## config.mk

```make
export PLATFORM = sky130hd
export DESIGN_NAME = tt_thermal_trip_monitor
export DESIGN_NICKNAME = d
export VERILOG_FILES = /design/src/tt_pkg.sv /design/src/tt_sensor_if.sv /design/src/tt_sensor_channel.sv /design/src/tt_thermal_trip_monitor.sv
export VERILOG_INCLUDE_DIRS = /design/src /design/src/src
export SDC_FILE = /design/constraint.sdc
export NUM_CORES = 1
export LEC_CHECK = 0
export ABC_AREA = 1
export BUFFER_PORTS_ARGS = -buffer_cell sky130_fd_sc_hd__buf_2
export CORE_UTILIZATION = 65
export CTS_CLUSTER_DIAMETER = 200
export DETAILED_ROUTE_END_ITERATION = 10
export PLACE_DENSITY = 0.87
export SLEW_MARGIN = 5
export SYNTH_ARGS = -nofsm -noshare
export SYNTH_HDL_FRONTEND = slang
export SYNTH_SLANG_ARGS = --single-unit
```

## constraint.sdc

```tcl
create_clock -name clk -period 5.8 [get_ports clk]
set_input_delay 0.29 -clock clk [delete_from_list [all_inputs] [get_ports clk]]
set_output_delay 0.29 -clock clk [all_outputs]
set_load 0.01 [all_outputs]
```

## src/tt_defs.svh

```systemverilog
// constants for the thermal trip monitor
`ifndef TT_DEFS_SVH
`define TT_DEFS_SVH
`define TT_NUM_SENSORS 8
`define TT_CODE_W 9
`define TT_TRIM_W 6
`define TT_NUM_TRIPS 4
`define TT_HOT_TRIP 3
`define TT_CODE_TJMAX 9'h07F
`define TT_CODE_COOLEST 9'h0FF
`define TT_CODE_HOTTEST 9'h000
`define TT_HOT_THR_RST 9'h07F
`define TT_GEN_THR_RST 9'h000
`define TT_CLK_MHZ 100
`define TT_SETTLE_NS 200
`define TT_SETTLE_CYC ((`TT_SETTLE_NS * `TT_CLK_MHZ + 999) / 1000)
`define TT_CNT_W 8
`define TT_NUM_EVENTS 7
`define TT_ST_PHOT 4
`define TT_ST_VR_ICC 5
`define TT_ST_REGULATOR_HOT_THRESHOLD 6
`endif

```

## src/tt_pkg.sv

```systemverilog
// types shared by the thermal trip monitor modules
package tt_pkg;
   typedef logic [8:0] tt_code_t;
   typedef logic [5:0] tt_trim_t;
   typedef logic [7:0][8:0] tt_code_arr_t;
   typedef logic [7:0][5:0] tt_trim_arr_t;
   typedef logic [3:0][8:0] tt_thr_arr_t;
   typedef logic [6:0] tt_event_t;
   typedef enum logic [1:0] {
      SENS_OFF,
      SENS_SETTLE,
      SENS_RUN
   } tt_sens_state_t;
endpackage

```

## src/tt_sensor_if.sv

```systemverilog
// link between the monitor and one on-die sensor channel
`timescale 1ns/1ps
interface tt_sensor_if;
   import tt_pkg::*;
   logic enable;
   tt_code_t fuse_max;
   tt_code_t code;
   logic valid;
   logic trip;
   modport sensor (
      input enable,
      input fuse_max,
      output code,
      output valid,
      output trip
   );
   modport monitor (
      output enable,
      output fuse_max,
      input code,
      input valid,
      input trip
   );
endinterface

```

## src/tt_sensor_channel.sv

```systemverilog
// one on-die sensor: sync, trim, settle, code and sticky trip
`timescale 1ns/1ps
`include "tt_defs.svh"
module tt_sensor_channel
   import tt_pkg::*;
(
   input wire logic clk,
   input wire logic arst_n,
   input wire tt_code_t raw_code,
   input wire tt_trim_t trim,
   tt_sensor_if.sensor sens
);
   tt_code_t raw_meta, raw_sync, raw_hold;
   logic raw_stable;
   tt_code_t code, next_code;
   logic valid, next_valid, trip, next_trip;
   tt_sens_state_t state, next_state;
   logic [`TT_CNT_W-1:0] cnt, next_cnt;
   tt_code_t comp;

   // apply fused trim, clamp to hottest..coolest
   function automatic tt_code_t trim_clamp(input tt_code_t r, input tt_trim_t t);
      logic signed [10:0] s;
      s = $signed({2'b00, r}) + $signed({{5{t[5]}}, t});
      if (s < 0) begin
         trim_clamp = `TT_CODE_HOTTEST;
      end else if (s > $signed({2'b00, `TT_CODE_COOLEST})) begin
         trim_clamp = `TT_CODE_COOLEST;
      end else begin
         trim_clamp = s[8:0];
      end
   endfunction

   assign comp = trim_clamp(raw_sync, trim);

   // bit-wise synced counter may be caught mid-change; use it only when two samples agree
   assign raw_stable = (raw_sync == raw_hold);

   // sequencing, code and trip next values
   always_comb begin
      next_state = state;
      next_cnt = cnt;
      case (state)
         SENS_OFF: begin
            next_cnt = '0;
            if (sens.enable) begin
               next_state = SENS_SETTLE;
            end
         end
         SENS_SETTLE: begin
            next_cnt = cnt + 8'h01;
            if (!sens.enable) begin
               next_state = SENS_OFF;
            end else if (cnt == 8'(`TT_SETTLE_CYC - 1)) begin
               next_state = SENS_RUN;
            end
         end
         SENS_RUN: begin
            if (!sens.enable) begin
               next_state = SENS_OFF;
            end
         end
         default: next_state = SENS_OFF;
      endcase
      next_valid = (state == SENS_RUN);
      // an incoherent sample keeps the last code, so a torn word cannot trip
      next_code = (state == SENS_RUN) ? (raw_stable ? comp : code) : `TT_CODE_COOLEST;
      // lower code is hotter; only a running sensor may trip
      next_trip = trip | ((state == SENS_RUN) && raw_stable && (comp <= sens.fuse_max));
   end

   // two-flop capture of the sensor counter, then state
   always_ff @(posedge clk or negedge arst_n) begin
      if (!arst_n) begin
         raw_meta <= `TT_CODE_COOLEST;
         raw_sync <= `TT_CODE_COOLEST;
         raw_hold <= `TT_CODE_COOLEST;
         state <= SENS_OFF;
         cnt <= '0;
         code <= `TT_CODE_COOLEST;
         valid <= 1'b0;
         trip <= 1'b0;
      end else begin
         raw_meta <= raw_code;
         raw_sync <= raw_meta;
         raw_hold <= raw_sync;
         state <= next_state;
         cnt <= next_cnt;
         code <= next_code;
         valid <= next_valid;
         trip <= next_trip;
      end
   end

   assign sens.code = code;
   assign sens.valid = valid;
   assign sens.trip = trip;
endmodule // tt_sensor_channel

```

## src/tt_thermal_trip_monitor.sv

```systemverilog
// thermal trip monitor top: sensors, shutdown, trip points, status
//
// Functional notes
// - eight sensors deliver codes continuously
// - 9-bit code, 127 is 90 C
// - code 255 is coolest, -38 C
// - codes are trimmed for process variation
// - one fused hardware trip per sensor
// - four software programmable trip thresholds
// - trip when temperature reaches fused maximum
// - trip inactive while disabled; needs PLL lock
// - trip is flopped before leaving sensor
// - trip sticky until power cycle
// - all trips combine into one shutdown
// - sensors enabled by power unit after setup
// - hot trip threshold resets preset, writable
// - three general thresholds reset to zero
// - general trip silent until enabled
// - platform hot starts enabled throttle mechanism
// - no external sensors; bits stay reserved
// - regulator limits set status, send message
// - events latched in status with actions
// - throttle and alert on exceeded limits
`timescale 1ns/1ps
`include "tt_defs.svh"
module tt_thermal_trip_monitor
   import tt_pkg::*;
(
   input wire logic clk,
   input wire logic arst_n,
   input wire tt_code_arr_t sensor_raw_code,
   input wire tt_trim_arr_t sensor_trim,
   input wire tt_code_t fuse_max_code,
   input wire logic pll_lock,
   input wire logic pmu_sensor_enable,
   input wire logic thr_wr_en,
   input wire logic [1:0] thr_wr_sel,
   input wire tt_code_t thr_wr_data,
   input wire logic [3:0] trip_enable,
   input wire tt_event_t status_clr,
   input wire tt_event_t action_throttle,
   input wire tt_event_t action_alert,
   input wire logic platform_hot_input_n,
   input wire logic tm1_enable,
   input wire logic tm2_enable,
   input wire logic regulator_current_limit,
   input wire logic regulator_hot_threshold,
   output tt_code_arr_t on_die_temp_sensor_code,
   output logic [7:0] sensor_trip,
   output logic catastrophic_shutdown,
   output logic pll_rail_shutdown,
   output tt_thr_arr_t trip_threshold,
   output tt_event_t trip_status,
   output logic throttle_tm1,
   output logic throttle_tm2,
   output logic thermal_alert,
   output logic [1:0] regulator_link_status,
   output logic regulator_status_message_valid,
   output logic [1:0] regulator_status_message,
   output logic [1:0] external_sensor_reserved
);

   // synchroniser stages for asynchronous pins
   logic lock_meta, lock_sync;
   logic phot_meta, phot_sync_n;
   logic icc_meta, icc_sync;
   logic vhot_meta, vhot_sync;

   // sensor channel links
   tt_sensor_if sens_if [`TT_NUM_SENSORS] ();
   tt_code_arr_t codes;
   logic [7:0] valids;
   logic [7:0] trips;

   // registered state and next values
   logic shut, next_shut;
   tt_thr_arr_t thr, next_thr;
   tt_event_t status, next_status;
   tt_event_t events;
   logic [3:0] hits;
   logic tm1, next_tm1, tm2, next_tm2;
   logic alert, next_alert;
   logic [1:0] link_st, next_link_st;
   logic msg_valid, next_msg_valid;
   logic [1:0] msg, next_msg;
   logic [1:0] ext_rsvd;
   logic throttle_req;
   logic sensors_on;

   // true when a running sensor is at or hotter than a threshold
   function automatic logic any_at_or_above(
      input tt_code_arr_t c,
      input logic [7:0] v,
      input tt_code_t lim
   );
      logic hit;
      hit = 1'b0;
      for (int i = 0; i < `TT_NUM_SENSORS; i++) begin
         if (v[i] && (c[i] <= lim)) begin
            hit = 1'b1;
         end
      end
      any_at_or_above = hit;
   endfunction

   // two flops on every pin from outside the clock domain
   always_ff @(posedge clk or negedge arst_n) begin
      if (!arst_n) begin
         lock_meta <= 1'b0;
         lock_sync <= 1'b0;
         phot_meta <= 1'b1;
         phot_sync_n <= 1'b1;
         icc_meta <= 1'b0;
         icc_sync <= 1'b0;
         vhot_meta <= 1'b0;
         vhot_sync <= 1'b0;
      end else begin
         lock_meta <= pll_lock;
         lock_sync <= lock_meta;
         phot_meta <= platform_hot_input_n;
         phot_sync_n <= phot_meta;
         icc_meta <= regulator_current_limit;
         icc_sync <= icc_meta;
         vhot_meta <= regulator_hot_threshold;
         vhot_sync <= vhot_meta;
      end
   end

   // sensors run only once the power unit allows and the PLL is locked
   assign sensors_on = pmu_sensor_enable & lock_sync;

   // eight independent sensor channels
   for (genvar g = 0; g < `TT_NUM_SENSORS; g++) begin : g_sens
      assign sens_if[g].enable = sensors_on;
      assign sens_if[g].fuse_max = fuse_max_code;
      assign codes[g] = sens_if[g].code;
      assign valids[g] = sens_if[g].valid;
      assign trips[g] = sens_if[g].trip;
      tt_sensor_channel u_chan (
         .clk(clk),
         .arst_n(arst_n),
         .raw_code(sensor_raw_code[g]),
         .trim(sensor_trim[g]),
         .sens(sens_if[g])
      );
   end

   // shutdown request: or of all sticky trips, held until power cycle
   always_comb begin
      next_shut = shut | (|trips);
   end

   always_ff @(posedge clk or negedge arst_n) begin
      if (!arst_n) begin
         shut <= 1'b0;
      end else begin
         shut <= next_shut;
      end
   end

   // threshold registers: hot point preset, general points zero
   always_comb begin
      next_thr = thr;
      if (thr_wr_en) begin
         next_thr[thr_wr_sel] = thr_wr_data;
      end
   end

   always_ff @(posedge clk or negedge arst_n) begin
      if (!arst_n) begin
         for (int t = 0; t < `TT_NUM_TRIPS; t++) begin
            thr[t] <= (t == `TT_HOT_TRIP) ? `TT_HOT_THR_RST : `TT_GEN_THR_RST;
         end
      end else begin
         thr <= next_thr;
      end
   end

   // trip point detection, each gated by its own enable
   always_comb begin
      for (int t = 0; t < `TT_NUM_TRIPS; t++) begin
         hits[t] = trip_enable[t] & any_at_or_above(codes, valids, thr[t]);
      end
   end

   // events feeding the status register
   always_comb begin
      events = '0;
      events[3:0] = hits;
      events[`TT_ST_PHOT] = ~phot_sync_n;
      events[`TT_ST_VR_ICC] = icc_sync;
      events[`TT_ST_REGULATOR_HOT_THRESHOLD] = vhot_sync;
   end

   // sticky status, write-one clear, a new event beats the clear
   always_comb begin
      next_status = (status & ~status_clr) | events;
   end

   always_ff @(posedge clk or negedge arst_n) begin
      if (!arst_n) begin
         status <= '0;
      end else begin
         status <= next_status;
      end
   end

   // throttle from platform hot or from events with a throttle action
   assign throttle_req = ~phot_sync_n | (|(status & action_throttle));

   // mechanisms start only if enabled; alert from events with alert action
   always_comb begin
      next_tm1 = throttle_req & tm1_enable;
      next_tm2 = throttle_req & tm2_enable;
      next_alert = |(status & action_alert);
   end

   always_ff @(posedge clk or negedge arst_n) begin
      if (!arst_n) begin
         tm1 <= 1'b0;
         tm2 <= 1'b0;
         alert <= 1'b0;
      end else begin
         tm1 <= next_tm1;
         tm2 <= next_tm2;
         alert <= next_alert;
      end
   end

   // regulator link status bits and a message on each new threshold hit
   always_comb begin
      next_link_st = {vhot_sync, icc_sync};
      next_msg_valid = |({vhot_sync, icc_sync} & ~link_st);
      next_msg = msg;
      if (next_msg_valid) begin
         next_msg = {vhot_sync, icc_sync};
      end
   end

   always_ff @(posedge clk or negedge arst_n) begin
      if (!arst_n) begin
         link_st <= 2'h0;
         msg_valid <= 1'b0;
         msg <= 2'h0;
      end else begin
         link_st <= next_link_st;
         msg_valid <= next_msg_valid;
         msg <= next_msg;
      end
   end

   // reserved external sensor bits: no external sensor path exists
   always_ff @(posedge clk or negedge arst_n) begin
      if (!arst_n) begin
         ext_rsvd <= 2'h0;
      end else begin
         ext_rsvd <= 2'h0;
      end
   end

   // outputs, all from flops
   assign on_die_temp_sensor_code = codes;
   assign sensor_trip = trips;
   assign catastrophic_shutdown = shut;
   assign pll_rail_shutdown = shut;
   assign trip_threshold = thr;
   assign trip_status = status;
   assign throttle_tm1 = tm1;
   assign throttle_tm2 = tm2;
   assign thermal_alert = alert;
   assign regulator_link_status = link_st;
   assign regulator_status_message_valid = msg_valid;
   assign regulator_status_message = msg;
   assign external_sensor_reserved = ext_rsvd;

endmodule // tt_thermal_trip_monitor

```

# [After elaboration in Yosys (flattened, before gate mapping)]
# Cells that the tools add are included.
[word_totals] out_inout_bits=135 inputBits=175 word_cells=425 ff_bits=444
[op_classes] add_sub_neg=16 n_mux=101 n_eq_ne=64 n_reduce_logical=77 n_bitwise=25 n_lt_le_gt_ge=58
[ops] op="9-bit <= comparator" n=40
[ops] op="9-bit 2-to-1 mux" n=33
[ops] op="8-bit one-hot mux with 2 select lines" n=8
[ops] op="10-bit by 6-bit adder with 11-bit output" n=8
[ops] op="11-bit by 9-bit greater-than comparator with 1-bit output (second input constant)" n=8
[ops] op="11-bit by 1-bit less-than comparator with 1-bit output (second input constant)" n=8
[ops] op="9-bit == test" n=8
[ops] op="8-bit by 1-bit adder with 8-bit output (second input constant)" n=8
[ops] op="8-bit by 5-bit == test with 1-bit output (second input constant)" n=8
[ops] op="1-bit logical AND" n=49
[ops] op="2-bit one-hot mux with 3 select lines" n=8
[ops] op="36-bit bitwise mux" n=1
[ops] op="2-bit 2-to-1 mux" n=18
[ops] op="1-bit 2-to-1 mux" n=32
[ops] op="2-bit != test (second input constant)" n=15
[ops] op="3-bit AND reduction" n=8
[ops] op="7-bit bitwise AND" n=3
[ops] op="3-bit by 2-bit != test with 1-bit output (second input constant)" n=7
[ops] op="9-bit demux with 2-bit select" n=1
[ops] op="2-bit by 1-bit != test with 1-bit output (second input constant)" n=9
[ops] op="2-bit by 1-bit == test with 1-bit output (second input constant)" n=8
[ops] op="2-bit == test (second input constant)" n=8
[ops] op="2-bit zero test" n=8
[ops] op="2-bit nonzero test" n=8
[ops] op="13 further kinds" n=29

# [Depth between registers and ports, before layout]
# Gate-level depths: netlist (run 1).
[depth] depth_word=12 ltp_mapped=23 depth_no_buf=23

# [By module]
# A second synthesis (run 1) with hierarchy kept.
[hier_totals] cells_unflattened=3613 area_unflattened_um2=30469.2
[modules_own_cells] mod="tt_sensor_channel at g_sens[2].u_chan ..." cells_per_inst=288 instances=4 seq_area_each_um2=1241.2 area_each_um2=2636.3
[modules_own_cells] mod="tt_thermal_trip_monitor" cells_per_inst=1314 instances=1 seq_area_each_um2=1512.7 area_each_um2=9351.5
[modules_own_cells] mod="tt_sensor_channel at g_sens[0].u_chan ..." cells_per_inst=288 instances=3 seq_area_each_um2=1241.2 area_each_um2=2646.3
[modules_own_cells] mod="tt_sensor_channel at g_sens[6].u_chan" cells_per_inst=283 instances=1 seq_area_each_um2=1241.2 area_each_um2=2633.8

# [Worst setup path before layout (run 1)]
# Ideal clock, no wire load.
[synth_timing] kind="reg-to-reg" from="reg g_sens[0].u_chan.raw_sync[0]" to="reg g_sens[0].u_chan.trip" path_slack_ns=2.897 arrival_time_ns=2.786 synth_period_minus_slack_ns=2.903 path_buffers=0 setup_ns=0.116 path_stages_with_launch=19 t_required_ns=5.684 cell_sequence="dfstp_2 -> ha_1 -> fa_1 -> nand3_1 -> nand3_2 -> nand3_1 -> nand3_1 -> nand2_1 -> nand3_1 -> o21ai_0 -> inv_1 -> ha_1 -> inv_1 -> nor4_1 -> inv_1 -> o211ai_1 -> nand2_1 -> nand2_1 -> nand2_1"
[synth_via] elab_chain_cells=7 elab_cells_between_ends=10 cone_classes="1 x add/sub; 3 x order compare; 1 x eq/ne; 2 x mux; 1 x bitwise; 2 x reduce/logical"
[synth_rtl] element="from (decl)" line_no="tt_sensor_channel.sv:13" source="tt_code_t raw_meta, raw_sync, raw_hold;"
[synth_rtl] element="from (signal assigned)" line_no="tt_sensor_channel.sv:76" source="raw_sync <= `TT_CODE_COOLEST;"
[synth_rtl] element="from (signal assigned)" line_no="tt_sensor_channel.sv:85" source="raw_sync <= raw_meta;"
[synth_rtl] element="10-bit by 6-bit adder with 11-bit output" line_no="tt_sensor_channel.sv:24" source="s = $signed({2'b00, r}) + $signed({{5{t[5]}}, t});"
[synth_rtl] element="11-bit by 9-bit greater-than comparator with 1-bit output" line_no="tt_sensor_channel.sv:27" source="end else if (s > $signed({2'b00, `TT_CODE_COOLEST})) begin"
[synth_rtl] element="9-bit 2-to-1 mux" line_no="tt_sensor_channel.sv:27"
[synth_rtl] element="9-bit 2-to-1 mux" line_no="tt_sensor_channel.sv:25" source="if (s < 0) begin"
[synth_rtl] element="9-bit <= comparator" line_no="tt_sensor_channel.sv:69" source="next_trip = trip | ((state == SENS_RUN) && raw_stable && (comp <= sens.fuse_max));"
[synth_rtl] element="1-bit logical AND (*)" line_no="tt_sensor_channel.sv:69"
[synth_rtl] element="1-bit bitwise OR (*)" line_no="tt_sensor_channel.sv:69"
[synth_rtl] element="named net g_sens[0].u_chan.next_trip" line_no="tt_sensor_channel.sv:16" source="logic valid, next_valid, trip, next_trip;"
[synth_rtl] element="to (signal assigned)" line_no="tt_sensor_channel.sv:91" source="trip <= next_trip;"
[synth_rtl] element="to (decl)" line_no="tt_sensor_channel.sv:16"
# Mark *: on every way through the listed nets, which the timed path passes. The rest lies on a longest branch.
# A chain may end at the register's enable or synchronous reset.

# [Worst setup path in the final report (run 1)]
[layout_timing] from="reg g_sens[4].u_chan.raw_sync[0]" to="reg g_sens[4].u_chan.trip"
[layout_via] elab_chain_cells=7 elab_cells_between_ends=10 cone_classes="1 x add/sub; 3 x order compare; 1 x eq/ne; 2 x mux; 1 x bitwise; 2 x reduce/logical"
[layout_rtl] element="from (decl)" line_no="tt_sensor_channel.sv:13"
[layout_rtl] element="from (signal assigned)" line_no="tt_sensor_channel.sv:76"
[layout_rtl] element="from (signal assigned)" line_no="tt_sensor_channel.sv:85"
[layout_rtl] element="10-bit by 6-bit adder with 11-bit output" line_no="tt_sensor_channel.sv:24"
[layout_rtl] element="11-bit by 9-bit greater-than comparator with 1-bit output" line_no="tt_sensor_channel.sv:27"
[layout_rtl] element="9-bit 2-to-1 mux" line_no="tt_sensor_channel.sv:27"
[layout_rtl] element="9-bit 2-to-1 mux" line_no="tt_sensor_channel.sv:25"
[layout_rtl] element="9-bit <= comparator" line_no="tt_sensor_channel.sv:69"
[layout_rtl] element="1-bit logical AND (*)" line_no="tt_sensor_channel.sv:69"
[layout_rtl] element="1-bit bitwise OR (*)" line_no="tt_sensor_channel.sv:69"
[layout_rtl] element="named net g_sens[4].u_chan.next_trip" line_no="tt_sensor_channel.sv:16"
[layout_rtl] element="to (signal assigned)" line_no="tt_sensor_channel.sv:91"
[layout_rtl] element="to (decl)" line_no="tt_sensor_channel.sv:16"
# Marks and branches as above.

==> results.cfg, run 1 <==
[synth]
syn_inst = 3377
ys_seq_area_share_pct = 39.60
ys_ff_latch = 444
syn_area_per_cell_sq_um = 8.556
ys_dominant_reg_cell = dfstp_2
synth_cell_types = 51
async_flop_share_pct = 100.0
netlist_area_sq_um = 28900
synth_edf_count = 0
yosysWarningCount = 0

[timing]
hold_viol_final = 0
fin_worst_skew_ns = 0.01998
setup_tns_ns = 0
finalCriticalPeriod_ns = 3.335
fmax_mhz = 299.9
fin_ws_ns = 2.465
rsz0062_at_grt = false
slew_headroom_pct = 33.83
tightest_slew_ns = 0.9926
setup_violations = 0
report.final.slew_viol_count = 0
fin_crit_sh_pct = 57.50

[clocking]
insertion_delay_ns = 0.60
postCtsHoldBufs = 93
cts_buffers = 47
cts_root_buf = clkbuf_16
cts_tree = done
clk_pin_slew_ns = 0.06
clk_path_buf_depth = 3
post_cts_buffers = 0
htreeDepth = 2
cts_sinks = 444
cts_resized = 0

[floorplanning]
rows = 76
core_area_sq_um = 43460
ioPinCount = 310
initial_utilization_pct = 66.49
die-area_sq_um = 45300
die_h_um = 212.8
die_w_um = 212.8

[global_route]
grt_pass1_wl_um = 127200
antenna_found_initial = 3
first_global_vias = 24770
overflow = 0
grt_max_degree = 172
grt_use_total_pct = 36.33

[run_status]
outcome = complete, no violations

[setup_path]
reg2reg_slack_ns = 2.47
rr_endpoint = g_sens[4].u_chan.sens.trip$_DFF_PN0_
rr_startpoint = g_sens[4].u_chan.raw_sync[0]$_DFF_PN1_
worst_setup_path_start_kind = register
endpoint = g_sens[4].u_chan.sens.trip$_DFF_PN0_
worstPathMaxFanout = 8
criticalPathCategory = reg2reg
crit_arrival_ns = 3.83
critPathCaptureType = register
worst-r2r-cell-count = 18
critical_path.startpoint = g_sens[4].u_chan.raw_sync[0]$_DFF_PN1_
crit_required_ns = 6.30

[detailed_routing]
ant_nets = 0
drcViolationCount = 0
routed_wl_um = 81780
initialDrtViolationCount = 2300
dr.pass1.iters = 6
vias = 25600
drt-vias-per-instance = 5.757
avgRoutedWirePerCell_um = 18.39

[finish]
num-nets-final = 4452
n_fill_cell = 2934
layout_common_cells = nand2_1 (723), inv_1 (455), ha_1 (448), buf_2 (306), nor2_1 (275)
drive_gt1_share_pct = 18.21
syn_to_final_growth_pct = 16.78
final_core_util_pct = 77.65
fin_cells = 4446
mostFrequentLayoutCell = nand2_1

[placed_design]
numPortBuffers = 307
hpwl_um = 57120
placed_cells = 4264
place_ws_ns = 2.462
gp_congestion = 0.9742

[hold_path]
min_path_type = in2reg

[power_and_ir_drop]
leakage_nw = 16.81
p_per_area_nw_per_um2 = 260.7
power_mw = 8.797
ir_worst_vdd_mv = 0.2649

[job]
drv_cap = 0
==> layer usage <==
layer,up-vias,global-route usage (%),share of wire (%)
li1,12110,-,-
met1,11940,45.73,39
met2,1243,58.88,46
met3,299,7.633,9.8
met4,0,19.10,5.2
met5,-,0,0
==> cell families after synthesis <==
| logic type | share of synthesized area [%] |
|---|---|
| and+or+nand+nor | 20.38 |
| AOI/OAI and AO/OA | 9.773 |
| buffers and inverters | 6.318 |
| adders and majority gates | 19.95 |
| DFF | 39.60 |
| xor gates and xnor gates | 3.962 |
| other | 0.01298 |
==> through the flow <==
step,hold WS (ns),instance area (sq um)
floorplan,-0.005591,28930
detailed placement,0.2411,31150
global placement,0.2473,31150
CTS,0.01981,33740
global route,0.02642,33740
finish,0.04170,33740
==> report_power, final <==
group          internal [mW]  switching [mW]
Clock                   1.90            1.34
Sequential              3.30           0.133
Combinational          0.807            1.32
==> registers in the layout, indices dropped and copies added (netlist names), 16 cells and up <==
signal,flops
g_sens.u_chan.raw_hold,72
g_sens.u_chan.raw_meta,72
g_sens.u_chan.raw_sync,72
g_sens.u_chan.sens.code,72
g_sens.u_chan.cnt,64
trip_threshold,36
g_sens.u_chan.state,16
==> Yosys cell counts (8+ instances only) <==
master,number,area (sq um)
a21o_1,20,150.1
a21oi_1,247,1236
a21oi_2,8,70.07
buf_4,11,82.58
dfrtp_1,179,4479
dfstp_2,265,6963
fa_1,8,160.2
ha_1,448,5605
inv_1,455,1708
nand2_1,723,2714
nand3_1,153,765.7
nand3b_1,28,210.2
nand4_1,65,406.6
nor2_1,275,1032
nor3_1,79,395.4
nor4_1,19,118.9
o21a_1,16,120.1
o21ai_0,158,790.8
o21ai_1,19,95.09
xnor2_1,31,271.5
xor2_1,81,709.4
==> critical path: stages (launching register included) <==
cell       delay (ns)
dfstp_2          0.55
ha_1             0.23
fa_1             0.24
nand3_1          0.08
nand2_1          0.16
nand3_1          0.11
nand2_1          0.09
nand2_1          0.06
nand2_1          0.07
nand3_2          0.14
o21ai_0          0.32
inv_1            0.09
ha_1             0.31
nand2_1          0.09
nor3_1           0.19
nand3b_1         0.10
o2111ai_1        0.10
o41ai_1          0.12
a21o_1           0.18
==> worst min-delay path by stage <==
stage,cells past startpoint,startpoint,to
2_1_floorplan,0,arst_n,catastrophic_shutdown$_DFF_PN0_
3_3_place_gp,1,arst_n,g_sens[7].u_chan.raw_sync[8]$_DFF_PN0_
3_5_place_dp,1,arst_n,g_sens[7].u_chan.raw_sync[8]$_DFF_PN0_
4_1_cts,3,thr_wr_data[3],trip_threshold[30]$_DFFE_PN1P_
5_1_grt,3,thr_wr_data[3],trip_threshold[30]$_DFFE_PN1P_
6_report,3,thr_wr_data[7],trip_threshold[34]$_DFFE_PN0P_
==> area by class of cell <==
cell class,instances,area (sq um),area share [%]
Multi-Input combinational cell,2467,15660,46.41
Sequential cell,444,11440,33.91
Timing Repair Buffer,403,2525,7.482
Inverter,458,1719,5.095
Clock buffer,66,1380,4.090
Tap cell,585,732.0,2.169
Clock inverter,22,282.8,0.8380
Antenna cell,1,2.502,0.007416
Power figures use the tool's default switching activity.
==> run 2: changes to the inputs <==
--- a/config.mk
+++ b/config.mk
@@ -6,12 +6,12 @@
 export SDC_FILE = /design/constraint.sdc
 export NUM_CORES = 1
 export LEC_CHECK = 0
-export ABC_AREA = 1
+export ABC_AREA = 0
 export BUFFER_PORTS_ARGS = -buffer_cell sky130_fd_sc_hd__buf_2
-export CORE_UTILIZATION = 65
+export CORE_UTILIZATION = 54
 export CTS_CLUSTER_DIAMETER = 200
 export DETAILED_ROUTE_END_ITERATION = 10
-export PLACE_DENSITY = 0.87
+export PLACE_DENSITY = 0.77
 export SLEW_MARGIN = 5
 export SYNTH_ARGS = -nofsm -noshare
 export SYNTH_HDL_FRONTEND = slang
==> constraint.sdc (replaced) <==
create_clock -name clk -period 2.95 [get_ports clk]
set_input_delay 0.1475 -clock clk [delete_from_list [all_inputs] [get_ports clk]]
set_output_delay 0.1475 -clock clk [all_outputs]
set_load 0.01 [all_outputs]
==> run 2 against run 1 <==
Net effect: the flow now finishes with violations (setup timing); final area is 9.0% higher; fmax fell by 14%; combinational power rose to 2.6 times the previous value; setup slack got worse by 3.4 ns; count of clock-buffer cells in the layout up 9; cell count shrank 4.0%; register-to-register slack got worse by 3.4 ns; global-route usage is 2.5 points lower; non-clock buffer count up 411; synthesized area shrank 3.1%; critical endpoint is now g_sens[0].u_chan.sens.trip$_DFF_PN0_.
==> results.cfg, run 2 <==
[global_route]
antenna_found_initial = 0
grt_use_total_pct = 33.85
overflow = 0
grt_max_degree = 83
first_global_vias = 26000
grt_pass1_wl_um = 139900

[job]
drv_cap = 0

[power_and_ir_drop]
p_per_area_nw_per_um2 = 501.4
ir_worst_vdd_mv = 0.5252
power_mw = 18.43
leakage_nw = 16.76

[timing]
fin_worst_skew_ns = 0.02329
finalCriticalPeriod_ns = 3.876
setup_violations = 12
slew_headroom_pct = 32.31
tightest_slew_ns = 1.013
setup_tns_ns = -6.210
fmax_mhz = 258.0
fin_crit_sh_pct = 131.4
report.final.slew_viol_count = 0
hold_ws_ns = 0.02190
fin_ws_ns = -0.9264
hold_viol_final = 0
rsz0062_at_grt = true

[clocking]
cts_tree = done
cts_root_buf = clkbuf_16
cts_buffers = 48
htreeDepth = 2
cts_sinks = 444
insertion_delay_ns = 0.61
clk_path_buf_depth = 3
clk_pin_slew_ns = 0.06

[synth]
yosysTopAreaCell = dfstp_2
synth_edf_count = 0
syn_inst = 2709
ys_ff_latch = 444
ys_top_cells_by_count = ha_1 (448), dfstp_2 (265), a21oi_1 (213)
ys_dominant_reg_cell = dfstp_2
synth.top_cells.by_area = dfstp_2 (25%), ha_1 (20%), dfrtp_1 (16%)
yosysMostFrequentCell = ha_1
async_flop_share_pct = 100.0
syn_area_per_cell_sq_um = 10.34
netlist_area_sq_um = 28010
ys_seq_area_share_pct = 40.85
yosysWarningCount = 0
synth_top_area_share_pct = 24.86
synth_cell_types = 77

[setup_path]
crit_required_ns = 3.48
critPathCaptureType = register
worst_setup_path_start_kind = register
criticalPathCategory = reg2reg
crit_arrival_ns = 4.40
worstPathMaxFanout = 2

[placed_design]
dpl_cell_area_sq_um = 33260
numPortBuffers = 307
gp_congestion = 1.061
hpwl_um = 66080

[finish]
antenna_cells = 0
regArea_sq_um = 11440
multiInputGateArea_sq_um = 16480
syn_to_final_growth_pct = 31.26
layout_common_cells = ha_1 (428), buf_4 (380), buf_2 (306), dfstp_2 (265), a21oi_1 (199)
mostFrequentLayoutCell = ha_1
fin_area_sq_um = 36770
num-nets-final = 4177
drive_gt1_share_pct = 33.66
n_fill_cell = 3563

[detailed_routing]
drt-vias-per-instance = 5.990
drcViolationCount = 0
initialDrtViolationCount = 2198
dr.pass1.iters = 8
routed_wl_um = 89990
vias = 25550
avgRoutedWirePerCell_um = 21.09
ant_nets = 0

[floorplanning]
initial_utilization_pct = 54.60
rows = 83
ioPinCount = 310
die_w_um = 229.8
die-area_sq_um = 52790
core_area_sq_um = 51300
die_h_um = 229.8

[run_status]
outcome = finished with violations
violations = setup timing

[hold_path]
min_path_type = in2reg
run 2: cell types whose count changed in the layout (fill, tap and decap cells not counted), sizes merged, moves of 73 or more:
| cell | change |
|---|---|
| inv | -307 |
| buf | +402 |
| nand3 | -90 |
| nor2b | +73 |
| nor2 | -135 |
| nand2 | -583 |
run 2: layout make-up:
class | count | area share [%]
Clock inverter | 15 | 0.4798
Timing Repair Buffer | 814 | 15.80
Tap cell | 680 | 2.314
Sequential cell | 444 | 31.12
Inverter | 151 | 1.552
Multi-Input combinational cell | 2087 | 44.83
Clock buffer | 75 | 3.900
run 2: final timing paths:
| path | startpoint | to | slack, ns | cells past startpoint |
|---|---|---|---|---|
| min | action_throttle[4] | throttle_tm2$_DFF_PN0_ | 0.02 | 4 |
| min in group asynchronous | arst_n | g_sens[5].u_chan.raw_hold[8]$_DFF_PN0_ | 0.18 | 2 |
| max in group asynchronous | arst_n | g_sens[0].u_chan.raw_meta[6]$_DFF_PN1_ | 1.85 | 3 |
| min reg2reg | icc_meta$_DFF_PN0_ | icc_sync$_DFF_PN0_ | 0.35 | 0 |
| max | g_sens[0].u_chan.raw_sync[0]$_DFF_PN1_ | g_sens[0].u_chan.sens.trip$_DFF_PN0_ | -0.93 | 17 |
| max reg2reg | g_sens[0].u_chan.raw_sync[0]$_DFF_PN1_ | g_sens[0].u_chan.sens.trip$_DFF_PN0_ | -0.93 | 17 |
run 2: timing repair:
action | in CTS | in global routing
hold buffers | 102 | 0
pin swaps | 78 | 75
hold endpoints to repair | 195 | 0
cloned | 0 | 0
resized for setup | 93 | 45
buffers inserted | 25 | 12
setup endpoints to repair | 14 | 31
run 2: metrics by stage:
stage                     cells  setup slack, ns  utilization, %
final                      4266          -0.9264           71.67
after global routing       4266           -1.080           71.67
after CTS                  4261          -0.9034           71.17
after detailed placement   4044          -0.9967           64.83
after global placement     4044          -0.8618           64.83
after floorplan            2718          -0.7630               -
run 2: report_power, final:
group	switching (mW)	internal [mW]	leakage, nW	total [mW]
Combinational	3.00	2.56	10.9	5.56
Sequential	0.252	6.50	5.11	6.75
Clock	2.52	3.61	0.781	6.13
Total	5.77	12.7	16.8	18.4
run 2: worst max-delay path, stage by stage, from the launching register on:
cell      delay (ns)
dfstp_2         0.56
ha_4            0.14
fa_2            0.21
a211o_1         0.15
a21o_1          0.16
nand2_2         0.06
or4b_1          0.47
a2111o_1        0.41
a21oi_1         0.17
nor2_1          0.07
ha_1            0.29
nor2b_1         0.14
o21a_1          0.17
o21a_1          0.16
o211ai_1        0.17
a21oi_1         0.10
a211o_1         0.25
a21oi_2         0.14
run 2: kinds of logic after synthesis:
logic type / Yosys count / synth area share, %
AO/OA/AOI/OAI: 694 / 16.00
XOR/XNOR: 137 / 4.284
adder cells (fa/ha/maj): 456 / 20.58
buffers and inverters: 187 / 2.702
flip-flops: 444 / 40.85
multiplexers: 44 / 1.697
other: 1 / 0.01339
AND/OR/NAND/NOR: 746 / 13.88
run 2: routing by layer:
| layer | global-route usage, % | up-vias | share of wire, % |
|---|---|---|---|
| met1 | 43.77 | 12430 | 40 |
| met3 | 5.692 | 326 | 8.4 |
| met2 | 55.25 | 1150 | 46 |
| li1 | - | 11650 | - |
| met4 | 16.18 | 0 | 5.5 |
| met5 | 0 | - | 0 |
